==> src/hdl/steal_ctrl_pkg.sv <==
// shared constants and command encodings for the cycle-steal control block
package steal_ctrl_pkg;
  localparam int          NUM_CTR_KINDS = 7;        // pinc, minc, pcdu, mcdu, shinc, shanc, dinc
  localparam int          CTR_W         = 7;        // width of the counter instruction vector
  localparam logic [2:0]  STAGE_ZERO    = 3'h0;     // first memory cycle of store/fetch
  localparam logic [2:0]  STAGE_ONE     = 3'h1;     // second memory cycle of store/fetch
  localparam logic        FLOP_RESET    = 1'b0;     // every flop clears on reset
  localparam logic [6:0]  CTR_CLEAR     = 7'h00;    // counter instruction flops after reset
  // index of each counter instruction flop
  localparam int          CI_PINC       = 0;
  localparam int          CI_MINC       = 1;
  localparam int          CI_PCDU       = 2;
  localparam int          CI_MCDU       = 3;
  localparam int          CI_SHINC      = 4;
  localparam int          CI_SHANC      = 5;
  localparam int          CI_DINC       = 6;
endpackage

==> src/hdl/steal_timing_if.sv <==
// timing qualifiers passed from the top to the counter instruction latch
`timescale 1ns/1ps
interface steal_timing_if;
  logic clk_en;        // enable slot, true on the latch strobe or the end pulse
  logic latch_strobe;  // counter-latch strobe
  logic end_pulse;     // time pulse twelve, ends counter instructions
  modport ctrl (output clk_en, output latch_strobe, output end_pulse);
  modport latch (input clk_en, input latch_strobe, input end_pulse);
endinterface

==> src/hdl/counter_instr_latch.sv <==
// counter instruction flip-flops set by the latch strobe and cleared at time pulse twelve
`timescale 1ns/1ps
module counter_instr_latch
  import steal_ctrl_pkg::*;
#(
  parameter int W = CTR_W
)
(
  input  wire logic         clk,
  input  wire logic         reset,
  steal_timing_if.latch     tim,
  input  wire logic [W-1:0] req,
  output logic      [W-1:0] instr
);
  logic [W-1:0] instr_reg;   // one flop per counter instruction kind
  logic [W-1:0] instr_next;  // next state

  // a request only sets its flop on the strobe; flops hold from pulse two to pulse twelve
  assign instr_next = tim.latch_strobe ? (instr_reg | req)   // [RULE_11]
                    : (tim.end_pulse ? {W{1'b0}} : instr_reg);

  // plain synchronous update
  always_ff @(posedge clk)
  begin
    if (reset)
      instr_reg <= {W{1'b0}};
    else if (tim.clk_en)
      instr_reg <= instr_next;
  end

  assign instr = instr_reg;
endmodule

==> src/hdl/counter_peripheral_instr_ctrl.sv <==
// cycle-steal control for counter increments and peripheral memory instructions
`timescale 1ns/1ps
// Behaviour
// RULE_01 - hold freezes decoding before steal instructions
// RULE_02 - jam blocks steals until next pulse one
// RULE_03 - window only pulse twelve phase four, end flag
// RULE_04 - counter cycle set by window and requests
// RULE_05 - peripheral request blocks counter cycle set
// RULE_06 - jam wins over counter cycle set
// RULE_07 - counter cycle ends twelve phase three if peripheral
// RULE_08 - counter cycle ends pulse twelve without requests
// RULE_09 - hold is counter cycle or peripheral active
// RULE_10 - latch at pulse two, cell reset pulse seven
// RULE_11 - latch strobe sets matching counter instruction flop
// RULE_12 - cell reset strobe clears serviced cell
// RULE_13 - copy of hold sent outside
// RULE_14 - peripheral request set phase two, cleared pulse eleven
// RULE_15 - channel load one cycle, ends twelve phase two
// RULE_16 - channel read same timing as load
// RULE_17 - channel flops make increment and active
// RULE_18 - store set without jam, two cycles
// RULE_19 - stage zero first fetch, stage one second
// RULE_20 - fetch cleared twelve phase two stage one
// RULE_21 - store cleared twelve phase two stage one
// RULE_22 - combined second stage store or fetch
// RULE_23 - acknowledge accepted request to equipment
// RULE_24 - all flops on one clock with enables
module counter_peripheral_instr_ctrl
(
  input  wire logic                                CLK,
  input  wire logic                                RESET,
  input  wire logic                                GLOBAL_JAM_RESET,
  input  wire logic                                ANY_COUNTER_REQUEST,
  input  wire logic [steal_ctrl_pkg::CTR_W-1:0]    COUNTER_KIND_REQUEST,
  input  wire logic                                EXT_FETCH_REQUEST,
  input  wire logic                                EXT_STORE_REQUEST,
  input  wire logic                                EXT_CHANNEL_READ_REQUEST,
  input  wire logic                                EXT_CHANNEL_LOAD_REQUEST,
  input  wire logic                                MANUAL_INCREMENT_INHIBIT,
  input  wire logic                                END_OF_INSTRUCTION_FLAG,
  input  wire logic                                TIME_PULSE_ONE,
  input  wire logic                                TIME_PULSE_TWO,
  input  wire logic                                TIME_PULSE_SEVEN,
  input  wire logic                                TIME_PULSE_ELEVEN,
  input  wire logic                                TIME_PULSE_TWELVE,
  input  wire logic                                QUARTER_PHASE_TWO,
  input  wire logic                                QUARTER_PHASE_THREE,
  input  wire logic                                QUARTER_PHASE_FOUR,
  input  wire logic [2:0]                          STAGE_COUNT,
  output logic                                     CYCLE_STEAL_HOLD,
  output logic                                     DECODE_ENABLE,
  output logic                                     EXTERNAL_HOLD_COPY,
  output logic                                     REQUEST_ACCEPTED_ACK,
  output logic                                     COUNTER_LATCH_STROBE,
  output logic                                     CELL_RESET_STROBE,
  output logic [steal_ctrl_pkg::CTR_W-1:0]         COUNTER_INSTR,
  output logic                                     CHANNEL_LOAD_FLOP,
  output logic                                     CHANNEL_READ_FLOP,
  output logic                                     CHANNEL_INCREMENT_CMD,
  output logic                                     PERIPHERAL_ACTIVE,
  output logic                                     MEMORY_ACCESS_ACTIVE,
  output logic                                     FIRST_FETCH_CMD,
  output logic                                     STORE_STAGE_TWO_CMD,
  output logic                                     FETCH_STAGE_TWO_CMD,
  output logic                                     STORE_OR_FETCH_STAGE_TWO
);
  import steal_ctrl_pkg::*;

  // stage code compare, shared by the first and the second memory cycle
  function automatic logic stage_is
  (
    input logic [2:0] code,
    input logic [2:0] want
  );
    stage_is = (code == want);
  endfunction

  // a time pulse qualified by one of its quarter phases
  function automatic logic slot_is
  (
    input logic pulse,
    input logic phase
  );
    slot_is = pulse & phase;
  endfunction

  // two-flop synchronisers for the external equipment request lines;
  // the equipment keeps its own timing, so a bare line could go metastable
  // and two flops cost two cycles of latency, far inside one memory cycle
  logic [3:0] ext_meta_reg;     // first stage, read only by second stage
  logic [3:0] ext_sync_reg;     // second stage, usable by logic
  logic       inhibit_meta_reg; // manual inhibit first stage
  logic       inhibit_sync_reg; // manual inhibit second stage

  // control flops
  logic jam_inhibit_flop_reg;   // jam holds off steals until next pulse one
  logic periph_req_reg;         // peripheral request pending
  logic counter_cycle_reg;      // counter increment cycle in progress
  logic chan_load_reg;          // channel load subinstruction
  logic chan_read_reg;          // channel read subinstruction
  logic store_reg;              // memory store instruction
  logic fetch_reg;              // memory fetch instruction

  // next values, one per control flop
  logic jam_inhibit_flop_next;  // jam inhibit next
  logic periph_req_next;        // peripheral request next
  logic counter_cycle_next;     // counter cycle next
  logic chan_load_next;         // channel load next
  logic chan_read_next;         // channel read next
  logic store_next;             // store next
  logic fetch_next;             // fetch next

  // decoded conditions
  wire       jam        = GLOBAL_JAM_RESET;  // same clock, so no synchroniser
  wire       sync_fetch = ext_sync_reg[0];   // fetch line after sync
  wire       sync_store = ext_sync_reg[1];   // store line after sync
  wire       sync_read  = ext_sync_reg[2];   // channel read line after sync
  wire       sync_load  = ext_sync_reg[3];   // channel load line after sync
  wire       any_ext    = |ext_sync_reg;     // any equipment line up
  // quarters of the last time pulse that open and close instructions, and the pulse seven cell reset slot
  wire       end_q2     = slot_is(TIME_PULSE_TWELVE, QUARTER_PHASE_TWO);
  wire       end_q3     = slot_is(TIME_PULSE_TWELVE, QUARTER_PHASE_THREE);
  wire       end_q4     = slot_is(TIME_PULSE_TWELVE, QUARTER_PHASE_FOUR);
  wire       cell_slot  = slot_is(TIME_PULSE_SEVEN, QUARTER_PHASE_THREE);
  // stage code seen by the store and fetch commands
  wire       in_stage0  = stage_is(STAGE_COUNT, STAGE_ZERO);
  wire       in_stage1  = stage_is(STAGE_COUNT, STAGE_ONE);
  wire       mem_active;     // store or fetch running
  wire       periph_active;  // any peripheral instruction running
  wire       window_strobe;  // the one slot in which a steal may start
  wire       counter_set;    // conditions that start a counter cycle
  wire       counter_end;    // conditions that end a counter cycle
  wire       mem_end;        // end of the second store or fetch cycle
  wire       hold;           // freeze of the order-code decoding

  // timing qualifiers carried to the counter instruction latch
  steal_timing_if tim ();

  // synchronise the asynchronous lines from the outside equipment
  always_ff @(posedge CLK)
  begin
    if (RESET)
    begin
      ext_meta_reg     <= {4{FLOP_RESET}};
      ext_sync_reg     <= {4{FLOP_RESET}};
      inhibit_meta_reg <= FLOP_RESET;
      inhibit_sync_reg <= FLOP_RESET;
    end
    else
    begin
      ext_meta_reg     <= {EXT_CHANNEL_LOAD_REQUEST, EXT_CHANNEL_READ_REQUEST,
                           EXT_STORE_REQUEST, EXT_FETCH_REQUEST};
      ext_sync_reg     <= ext_meta_reg;
      inhibit_meta_reg <= MANUAL_INCREMENT_INHIBIT;
      inhibit_sync_reg <= inhibit_meta_reg;
    end
  end

  // window opens only at end of instruction, last quarter of pulse twelve;
  // without the end flag a steal would split a program instruction
  assign window_strobe = end_q4                                      // [RULE_03]
                       & END_OF_INSTRUCTION_FLAG
                       & ~jam_inhibit_flop_reg & ~jam;               // [RULE_02]

  // memory instructions and channel subinstructions mark peripheral activity
  assign mem_active    = store_reg | fetch_reg;
  assign periph_active = mem_active | chan_load_reg | chan_read_reg; // [RULE_17]

  // hold is what freezes the order-code and stage decoders;
  // the stored order code itself is untouched and decoded afterwards
  assign hold = counter_cycle_reg | periph_active;                   // [RULE_09]

  // jam inhibit: set by jam away from pulse one, cleared at next pulse one
  assign jam_inhibit_flop_next = (jam & ~TIME_PULSE_ONE)             // [RULE_02]
                               | (jam_inhibit_flop_reg & ~TIME_PULSE_ONE);

  // peripheral request: caught at phase two, dropped at pulse eleven once
  // active; a new line at phase two wins over the drop in the same cycle
  assign periph_req_next = jam ? 1'b0                                // [RULE_14]
                         : ((any_ext & QUARTER_PHASE_TWO)
                            | (periph_req_reg & ~(TIME_PULSE_ELEVEN & periph_active)));

  // counter cycle start: peripheral requests go first
  assign counter_set = window_strobe & ANY_COUNTER_REQUEST
                     & ~inhibit_sync_reg                             // [RULE_04]
                     & ~periph_req_reg;                              // [RULE_05]

  // counter cycle end: yield to a peripheral, or nothing left to count
  assign counter_end = (end_q3 & periph_req_reg)                     // [RULE_07]
                     | (TIME_PULSE_TWELVE & ~ANY_COUNTER_REQUEST);   // [RULE_08]

  // jam overrides a start that falls in the same cycle
  assign counter_cycle_next = jam ? 1'b0                             // [RULE_06]
                            : counter_set | (counter_cycle_reg & ~counter_end);

  // channel subinstructions last one memory cycle
  assign chan_load_next = jam ? 1'b0
                        : (sync_load & periph_req_reg & window_strobe)  // [RULE_15]
                        | (chan_load_reg & ~end_q2);
  assign chan_read_next = jam ? 1'b0
                        : (sync_read & periph_req_reg & window_strobe)  // [RULE_16]
                        | (chan_read_reg & ~end_q2);

  // store and fetch span two cycles, ending at phase two of stage one;
  // the stage code is checked so the first cycle's pulse twelve passes
  assign mem_end    = end_q2 & mem_active & in_stage1;                // [RULE_20] [RULE_21]
  assign store_next = jam ? 1'b0                                        // [RULE_18]
                    : (sync_store & periph_req_reg & window_strobe)
                    | (store_reg & ~mem_end);                           // [RULE_21]
  assign fetch_next = jam ? 1'b0
                    : (sync_fetch & periph_req_reg & window_strobe)     // [RULE_20]
                    | (fetch_reg & ~mem_end);

  // all flops share the one clock; time pulses act only as enables
  always_ff @(posedge CLK)                                             // [RULE_24]
  begin
    if (RESET)
    begin
      jam_inhibit_flop_reg <= FLOP_RESET;
      periph_req_reg       <= FLOP_RESET;
      counter_cycle_reg    <= FLOP_RESET;
      chan_load_reg        <= FLOP_RESET;
      chan_read_reg        <= FLOP_RESET;
      store_reg            <= FLOP_RESET;
      fetch_reg            <= FLOP_RESET;
    end
    else
    begin
      jam_inhibit_flop_reg <= jam_inhibit_flop_next;
      periph_req_reg       <= periph_req_next;
      counter_cycle_reg    <= counter_cycle_next;
      chan_load_reg        <= chan_load_next;
      chan_read_reg        <= chan_read_next;
      store_reg            <= store_next;
      fetch_reg            <= fetch_next;
    end
  end

  // strobes toward the priority cells, only during a counter cycle
  assign tim.latch_strobe = TIME_PULSE_TWO & counter_cycle_reg;        // [RULE_10]
  assign tim.end_pulse    = TIME_PULSE_TWELVE;
  // the latch only moves on its strobe or at the end pulse
  assign tim.clk_en       = tim.latch_strobe | tim.end_pulse;

  // counter instruction flops live in their own small module
  counter_instr_latch #(
    .W     (CTR_W)
  ) u_latch (
    .clk   (CLK),
    .reset (RESET),
    .tim   (tim),
    .req   (COUNTER_KIND_REQUEST),                                     // [RULE_11]
    .instr (COUNTER_INSTR)
  );

  // handshake and command outputs
  assign CYCLE_STEAL_HOLD         = hold;                               // [RULE_01]
  assign DECODE_ENABLE            = ~hold;                              // [RULE_01]
  // the equipment may stop at pulse twelve on this copy
  assign EXTERNAL_HOLD_COPY       = hold;                               // [RULE_13]
  // accepted request; the equipment must hold its request lines until the window starts the instruction
  assign REQUEST_ACCEPTED_ACK     = periph_req_reg;                     // [RULE_23]
  assign COUNTER_LATCH_STROBE     = tim.latch_strobe;                   // [RULE_10]
  // cell reset strobe, combined with the counter address outside
  assign CELL_RESET_STROBE        = cell_slot & counter_cycle_reg;      // [RULE_10] [RULE_12]
  // channel subinstruction commands
  assign CHANNEL_LOAD_FLOP        = chan_load_reg;                      // [RULE_15]
  assign CHANNEL_READ_FLOP        = chan_read_reg;                      // [RULE_16]
  assign CHANNEL_INCREMENT_CMD    = chan_load_reg | chan_read_reg;      // [RULE_17]
  assign PERIPHERAL_ACTIVE        = periph_active;                      // [RULE_17]
  // store and fetch commands, split by stage code
  assign MEMORY_ACCESS_ACTIVE     = mem_active;
  assign FIRST_FETCH_CMD          = mem_active & in_stage0;             // [RULE_19]
  assign STORE_STAGE_TWO_CMD      = store_reg & in_stage1;              // [RULE_19]
  assign FETCH_STAGE_TWO_CMD      = fetch_reg & in_stage1;              // [RULE_19]
  assign STORE_OR_FETCH_STAGE_TWO = mem_active & in_stage1;             // [RULE_22]
endmodule

==> config.mk <==
export PLATFORM = sky130hd
export DESIGN_NAME = counter_peripheral_instr_ctrl
export DESIGN_NICKNAME = d
export VERILOG_FILES = /design/src/hdl/steal_ctrl_pkg.sv /design/src/hdl/steal_timing_if.sv /design/src/hdl/counter_instr_latch.sv /design/src/hdl/counter_peripheral_instr_ctrl.sv
export SDC_FILE = /design/constraint.sdc
export NUM_CORES = 1
export LEC_CHECK = 0
export BUFFER_PORTS_ARGS = -buffer_cell sky130_fd_sc_hd__buf_2
export CAP_MARGIN = 25
export CELL_PAD_IN_SITES_DETAIL_PLACEMENT = 1
export CELL_PAD_IN_SITES_GLOBAL_PLACEMENT = 2
export CORE_UTILIZATION = 23
export DETAILED_ROUTE_END_ITERATION = 8
export GPL_ROUTABILITY_DRIVEN = 0
export HOLD_SLACK_MARGIN = 0.03
export PLACE_DENSITY = 0.73
export SLEW_MARGIN = 15
export SYNTH_ARGS = -nofsm -noshare
export SYNTH_HDL_FRONTEND = slang
export SYNTH_SLANG_ARGS = --single-unit
export TNS_END_PERCENT = 5
==> constraint.sdc <==
create_clock -name CLK -period 1.9 [get_ports CLK]
set_clock_uncertainty 0.1 [all_clocks]
set_input_delay 0.285 -clock CLK [delete_from_list [all_inputs] [get_ports CLK]]
set_output_delay 0.285 -clock CLK [all_outputs]
set_load 0.01 [all_outputs]
# Word-level counts from Yosys, hierarchy flattened
# Cells that the tools add are included.
# classes
magnitude_cmp,0
eq_ne,1
n_shift,0
mux,2
addsub,0
div_mod_pow,0
multipliers,0
bitwise,64
reduce_logical,5
# op_table
operator,count
$and 1x1->1,38
$mux 7,2
$or 1x1->1,14
$not 1->1,11
$or 7x7->7,1
$reduce_or 4->1,1
$eq 3x1->1 const B,1
$logic_not 3->1,1
$reduce_and 2->1,1
$reduce_bool 2->1,1
$reduce_or 2->1,1
# totals
mem_count,0
reg_bits,24
mem_bits_rw,0
input_bits,28
latch_bits,0
romBits,0

# Longest topological paths before layout
# depth
word_depth,8
ltp_mapped,4
depth_no_buf,3

# By module
# From an unflattened synthesis, not the netlist that was laid out.
# hier_totals
hier_cells,100
hier_area_um2,1024.7
# modules_own_cells
mod,cells_each,area_per_inst_um2,n_inst
counter_peripheral_instr_ctrl,67,650.6,1
counter_instr_latch,33,374.1,1

# Worst setup path after synthesis
# OpenSTA, ideal clock, no wires.
# synth_path
path_type,register to output
startpoint,register fetch_reg
endpoint,output EXTERNAL_HOLD_COPY
path_buffers,1
path_slack_ns,0.213
required_time_ns,1.515
path_stages_with_launch,4
arrival_ns,1.302
cell_sequence,dfxtp_1 or4_4 or2_1 buf_4
# synth_between
elab_chain_cells,4
# synth_lines
item,line,text
from (decl),counter_peripheral_instr_ctrl.sv:102,logic fetch_reg;
from (signal assigned),counter_peripheral_instr_ctrl.sv:235,fetch_reg <= fetch_next;
$or 1x1->1,counter_peripheral_instr_ctrl.sv:166,assign mem_active = store_reg | fetch_reg;
$or 1x1->1 (2 in a row),counter_peripheral_instr_ctrl.sv:167,assign periph_active = mem_active | chan_load_reg | chan_read_reg;
via PERIPHERAL_ACTIVE,counter_peripheral_instr_ctrl.sv:60,"output logic PERIPHERAL_ACTIVE,"
$or 1x1->1,counter_peripheral_instr_ctrl.sv:171,assign hold = counter_cycle_reg | periph_active;
to (decl),counter_peripheral_instr_ctrl.sv:52,"output logic EXTERNAL_HOLD_COPY,"
# The timed path passes the listed nets, and every way through them passes these cells.

# Worst setup path after layout
# layout_path
startpoint,register store_reg
endpoint,output DECODE_ENABLE
# layout_between
elab_chain_cells,5
# layout_lines
item,line,text
from (decl),counter_peripheral_instr_ctrl.sv:101,logic store_reg;
from (signal assigned),counter_peripheral_instr_ctrl.sv:234,store_reg <= store_next;
$or 1x1->1,counter_peripheral_instr_ctrl.sv:166,
$or 1x1->1 (2 in a row),counter_peripheral_instr_ctrl.sv:167,
$or 1x1->1,counter_peripheral_instr_ctrl.sv:171,
$not 1->1,counter_peripheral_instr_ctrl.sv:258,assign DECODE_ENABLE = ~hold;
to (decl),counter_peripheral_instr_ctrl.sv:51,"output logic DECODE_ENABLE,"
# No other way between the ends.

==> implementation parameters <==
Parameter                              Value

Logic synthesis
  Ys flop type    sky130_fd_sc_hd__dfxtp_1
  Proportion of register bits with asynchronous set or reset after synthesis    0
  Register bit count reported by yosys    24
  Top area cells in the synthesized netlist    sky130_fd_sc_hd__dfxtp_1 55%, sky130_fd_sc_hd__nor2b_1 7.1%, sky130_fd_sc_hd__a22oi_1 6.0%, sky130_fd_sc_hd__nor2_1 5.1%, sky130_fd_sc_hd__a32o_1 4.5%
  Share of the yosys chip area belonging to registers    0.545
  Number of warning messages in the yosys log    0
  Count of different cell masters after synthesis    24
  Post-Syn Nets    118
  Number of enable flip-flop cells after synthesis    0
  Netlist area before placement    881 sq um
  Leading post-synthesis cells by instance count    24 x sky130_fd_sc_hd__dfxtp_1, 12 x sky130_fd_sc_hd__nor2_1, 10 x sky130_fd_sc_hd__nor2b_1
  Most used standard cell by instance count after synthesis    sky130_fd_sc_hd__dfxtp_1
  Largest area contributor in the netlist    sky130_fd_sc_hd__dfxtp_1
  Mean post-synth cell area    9.79 sq um
  Share of the synthesized area in the top cell type    0.545
  Gate Count Post-Synth    90

Power and ir drop
  Power share of the sequential group    0.597
  Clock power frac    0.328
  Net Sw Frac    0.208
  Internal power consumption    0.000689 W
  P_sw    0.000181 W
  Power density of the placed cells    701 nW/um^2
  Static leakage power    0.605 nW
  Worst IR drop on VDD    0.302 mV
  Combinational share of power    0.076
  Overall power after layout    0.000870 W

GRT
  Number of antenna violations at the first check in global routing    0
  Pin count of the biggest net entering global routing    21
  Global-route usage over all layers    0.111
  Aggregate global routing overflow    0
  Number of global-route vias before repair    803
  Global-route wire length before repair    3560 um

Placement
  # port buffers    49
  Placed instance count    183
  Placed cell area    1170 sq um
  Total half-perimeter wirelength after legalization and detailed placement    1690 um

Timing
  Worst slack on hold paths    93.6 ps
  RSZ-0062 raised after global routing    true
  Setup violation total in the final timing report    0
  Worst-Margin Slew    464 ps
  Final-report hold violation count    0
  Achievable frequency    0.531 GHz
  Final worst path period share    0.992
  Total Negative Setup Slacks    0 ps
  Max-slew headroom at the worst pin    0.688
  Fin. max-slew vios    0
  Clock period minus worst slack    1880 ps

Final layout
  Count of fill cells added during filler insertion    450
  Diodes inserted    0
  Synth-to-Final Area Change    41.1%
  Number of flip-flops in the largest register    7
  Final cell count without fillers    189
  Nets    171
  Share of post-route cells with drive strength above 1    0.447
  Finished Cell Area    1240 sq um
  Area used by sequential logic in the layout    483 sq um
  Multi-input logic area    377 sq um

Clock tree
  Clock Latency Late Sink    260 ps
  Cell at the root of the clock tree    sky130_fd_sc_hd__clkbuf_8
  Inserted Clock Buffers    3
  Clock transition time at the flip-flop clock pins of the worst setup and hold paths    80 ps
  Count of H-tree levels built during CTS    1
  Quantity of hold-fixing buffers added after cts    0
  TritonCTS clock tree    done
  Number of buffers on the longest clock path    2
  CTS Sinks    24

Setup path
  Arrival time at the worst endpoint    1500 ps
  Largest fanout of any net on the critical path    3
  Worst setup path class    reg2out
  Worst setup SP type    flip-flop
  Required time at the endpoint of the critical path    1510 ps
  Type of destination of the critical path    output port
  Register-to-register setup slack    430 ps

Run
  Max-cap violations    0

Die
  Y dimension of the die    63.9 um
  I/O pins    50
  Core outline area    3660 sq um
  Total Die Area    4080 sq um
  Number of rows created at floorplan    22
  Die X-Extent    63.9 um
  Starting Density    0.241

Route
  First-pass iteration count of the detailed router    3
  Violation count after the first detailed-route iteration    12
  Vias per Instance    4.37
  Routed len/inst    11.2 um
  Detailed Route WL    2120 um
  Post-DRT Antenna Nets    0
  DRC errors left    0
  Vias    825

Outcome
  Outcome    completed

Hold path
  Worst hold-check path type    in2reg
-- area by class of cell --
| cell class | instances | share of cell area |
|---|---|---|
| flip-flops and latches | 24 | 0.389 |
| repair buffers | 52 | 0.221 |
| well taps | 48 | 0.0483 |
| clock buffers | 3 | 0.0332 |
| multi-input cells | 60 | 0.303 |
| inverters | 2 | 0.00604 |
-- power by group through the flow --
| stage | combinational, W | sequential [W] | clock [W] |
|---|---|---|---|
| after floorplan | 0.0000271 | 0.000530 | 0 |
| after global placement | 0.0000652 | 0.000531 | 0 |
| after detailed placement | 0.0000668 | 0.000532 | 0 |
| after CTS | 0.0000675 | 0.000520 | 0.000300 |
| after global routing | 0.0000753 | 0.000521 | 0.000325 |
| final | 0.0000659 | 0.000519 | 0.000285 |
-- layer usage --
layer  track usage  routed length [um]
met5             0                   0
met4        0.0511                   9
met3        0.0268                 179
met2         0.181                 978
met1         0.138                 951
-- worst paths after layout --
kind | cells past startpoint | to | startpoint
setup reg to reg | 4 | REQUEST_ACCEPTED_ACK$_SDFF_PP0_ | store_reg$_SDFF_PP0_
hold / removal | 2 | jam_inhibit_flop_reg$_SDFF_PP0_ | TIME_PULSE_ONE
hold reg to reg | 1 | inhibit_sync_reg$_SDFF_PP0_ | inhibit_meta_reg$_SDFF_PP0_
setup / recovery | 4 | DECODE_ENABLE | store_reg$_SDFF_PP0_
-- kinds of logic (layout without fill, tap and decap cells) --
family | count (synthesis) | count (layout) | share of synthesized area
compound gates | 18 | 18 | 0.165
buf+inv | 6 | 57 | 0.0298
flops | 24 | 24 | 0.545
simple gates | 42 | 42 | 0.260
-- stage by stage --
step	setup WS [ps]	utilization
2_1_floorplan	213	-
3_3_place_gp	267	0.319
3_5_place_dp	222	0.319
4_1_cts	-26.7	0.339
5_1_grt	-36.1	0.339
6_report	15.1	0.339
-- critical path, cell delays in order, from the launching register on --
cell and delay, ps:
sky130_fd_sc_hd__dfxtp_2 320, sky130_fd_sc_hd__or4_4 530, sky130_fd_sc_hd__or2_4 250, sky130_fd_sc_hd__inv_2 50
sky130_fd_sc_hd__buf_6 90
-- cell usage in the layout (no fill, tap or decap), drive strengths merged --
cell / instances
a21oi: 2
and2: 3
o22ai: 1
and3: 4
o41ai: 1
nor3: 2
nand2: 2
a21bo: 2
inv: 2
nor2b: 10
or4: 1
a32o: 4
or2: 3
nand4: 3
nand3: 1
clkbuf: 3
nor2: 12
buf: 52
nor4: 1
a22oi: 7
a21boi: 1
dfxtp: 24
-- repair_timing --
action / CTS / global route
setup buffers: 3 / 0
resized for setup: 5 / 0
pin swaps: 2 / 1
endpoints found under the setup margin: 3 / 3
Power figures use the tool's default switching activity.
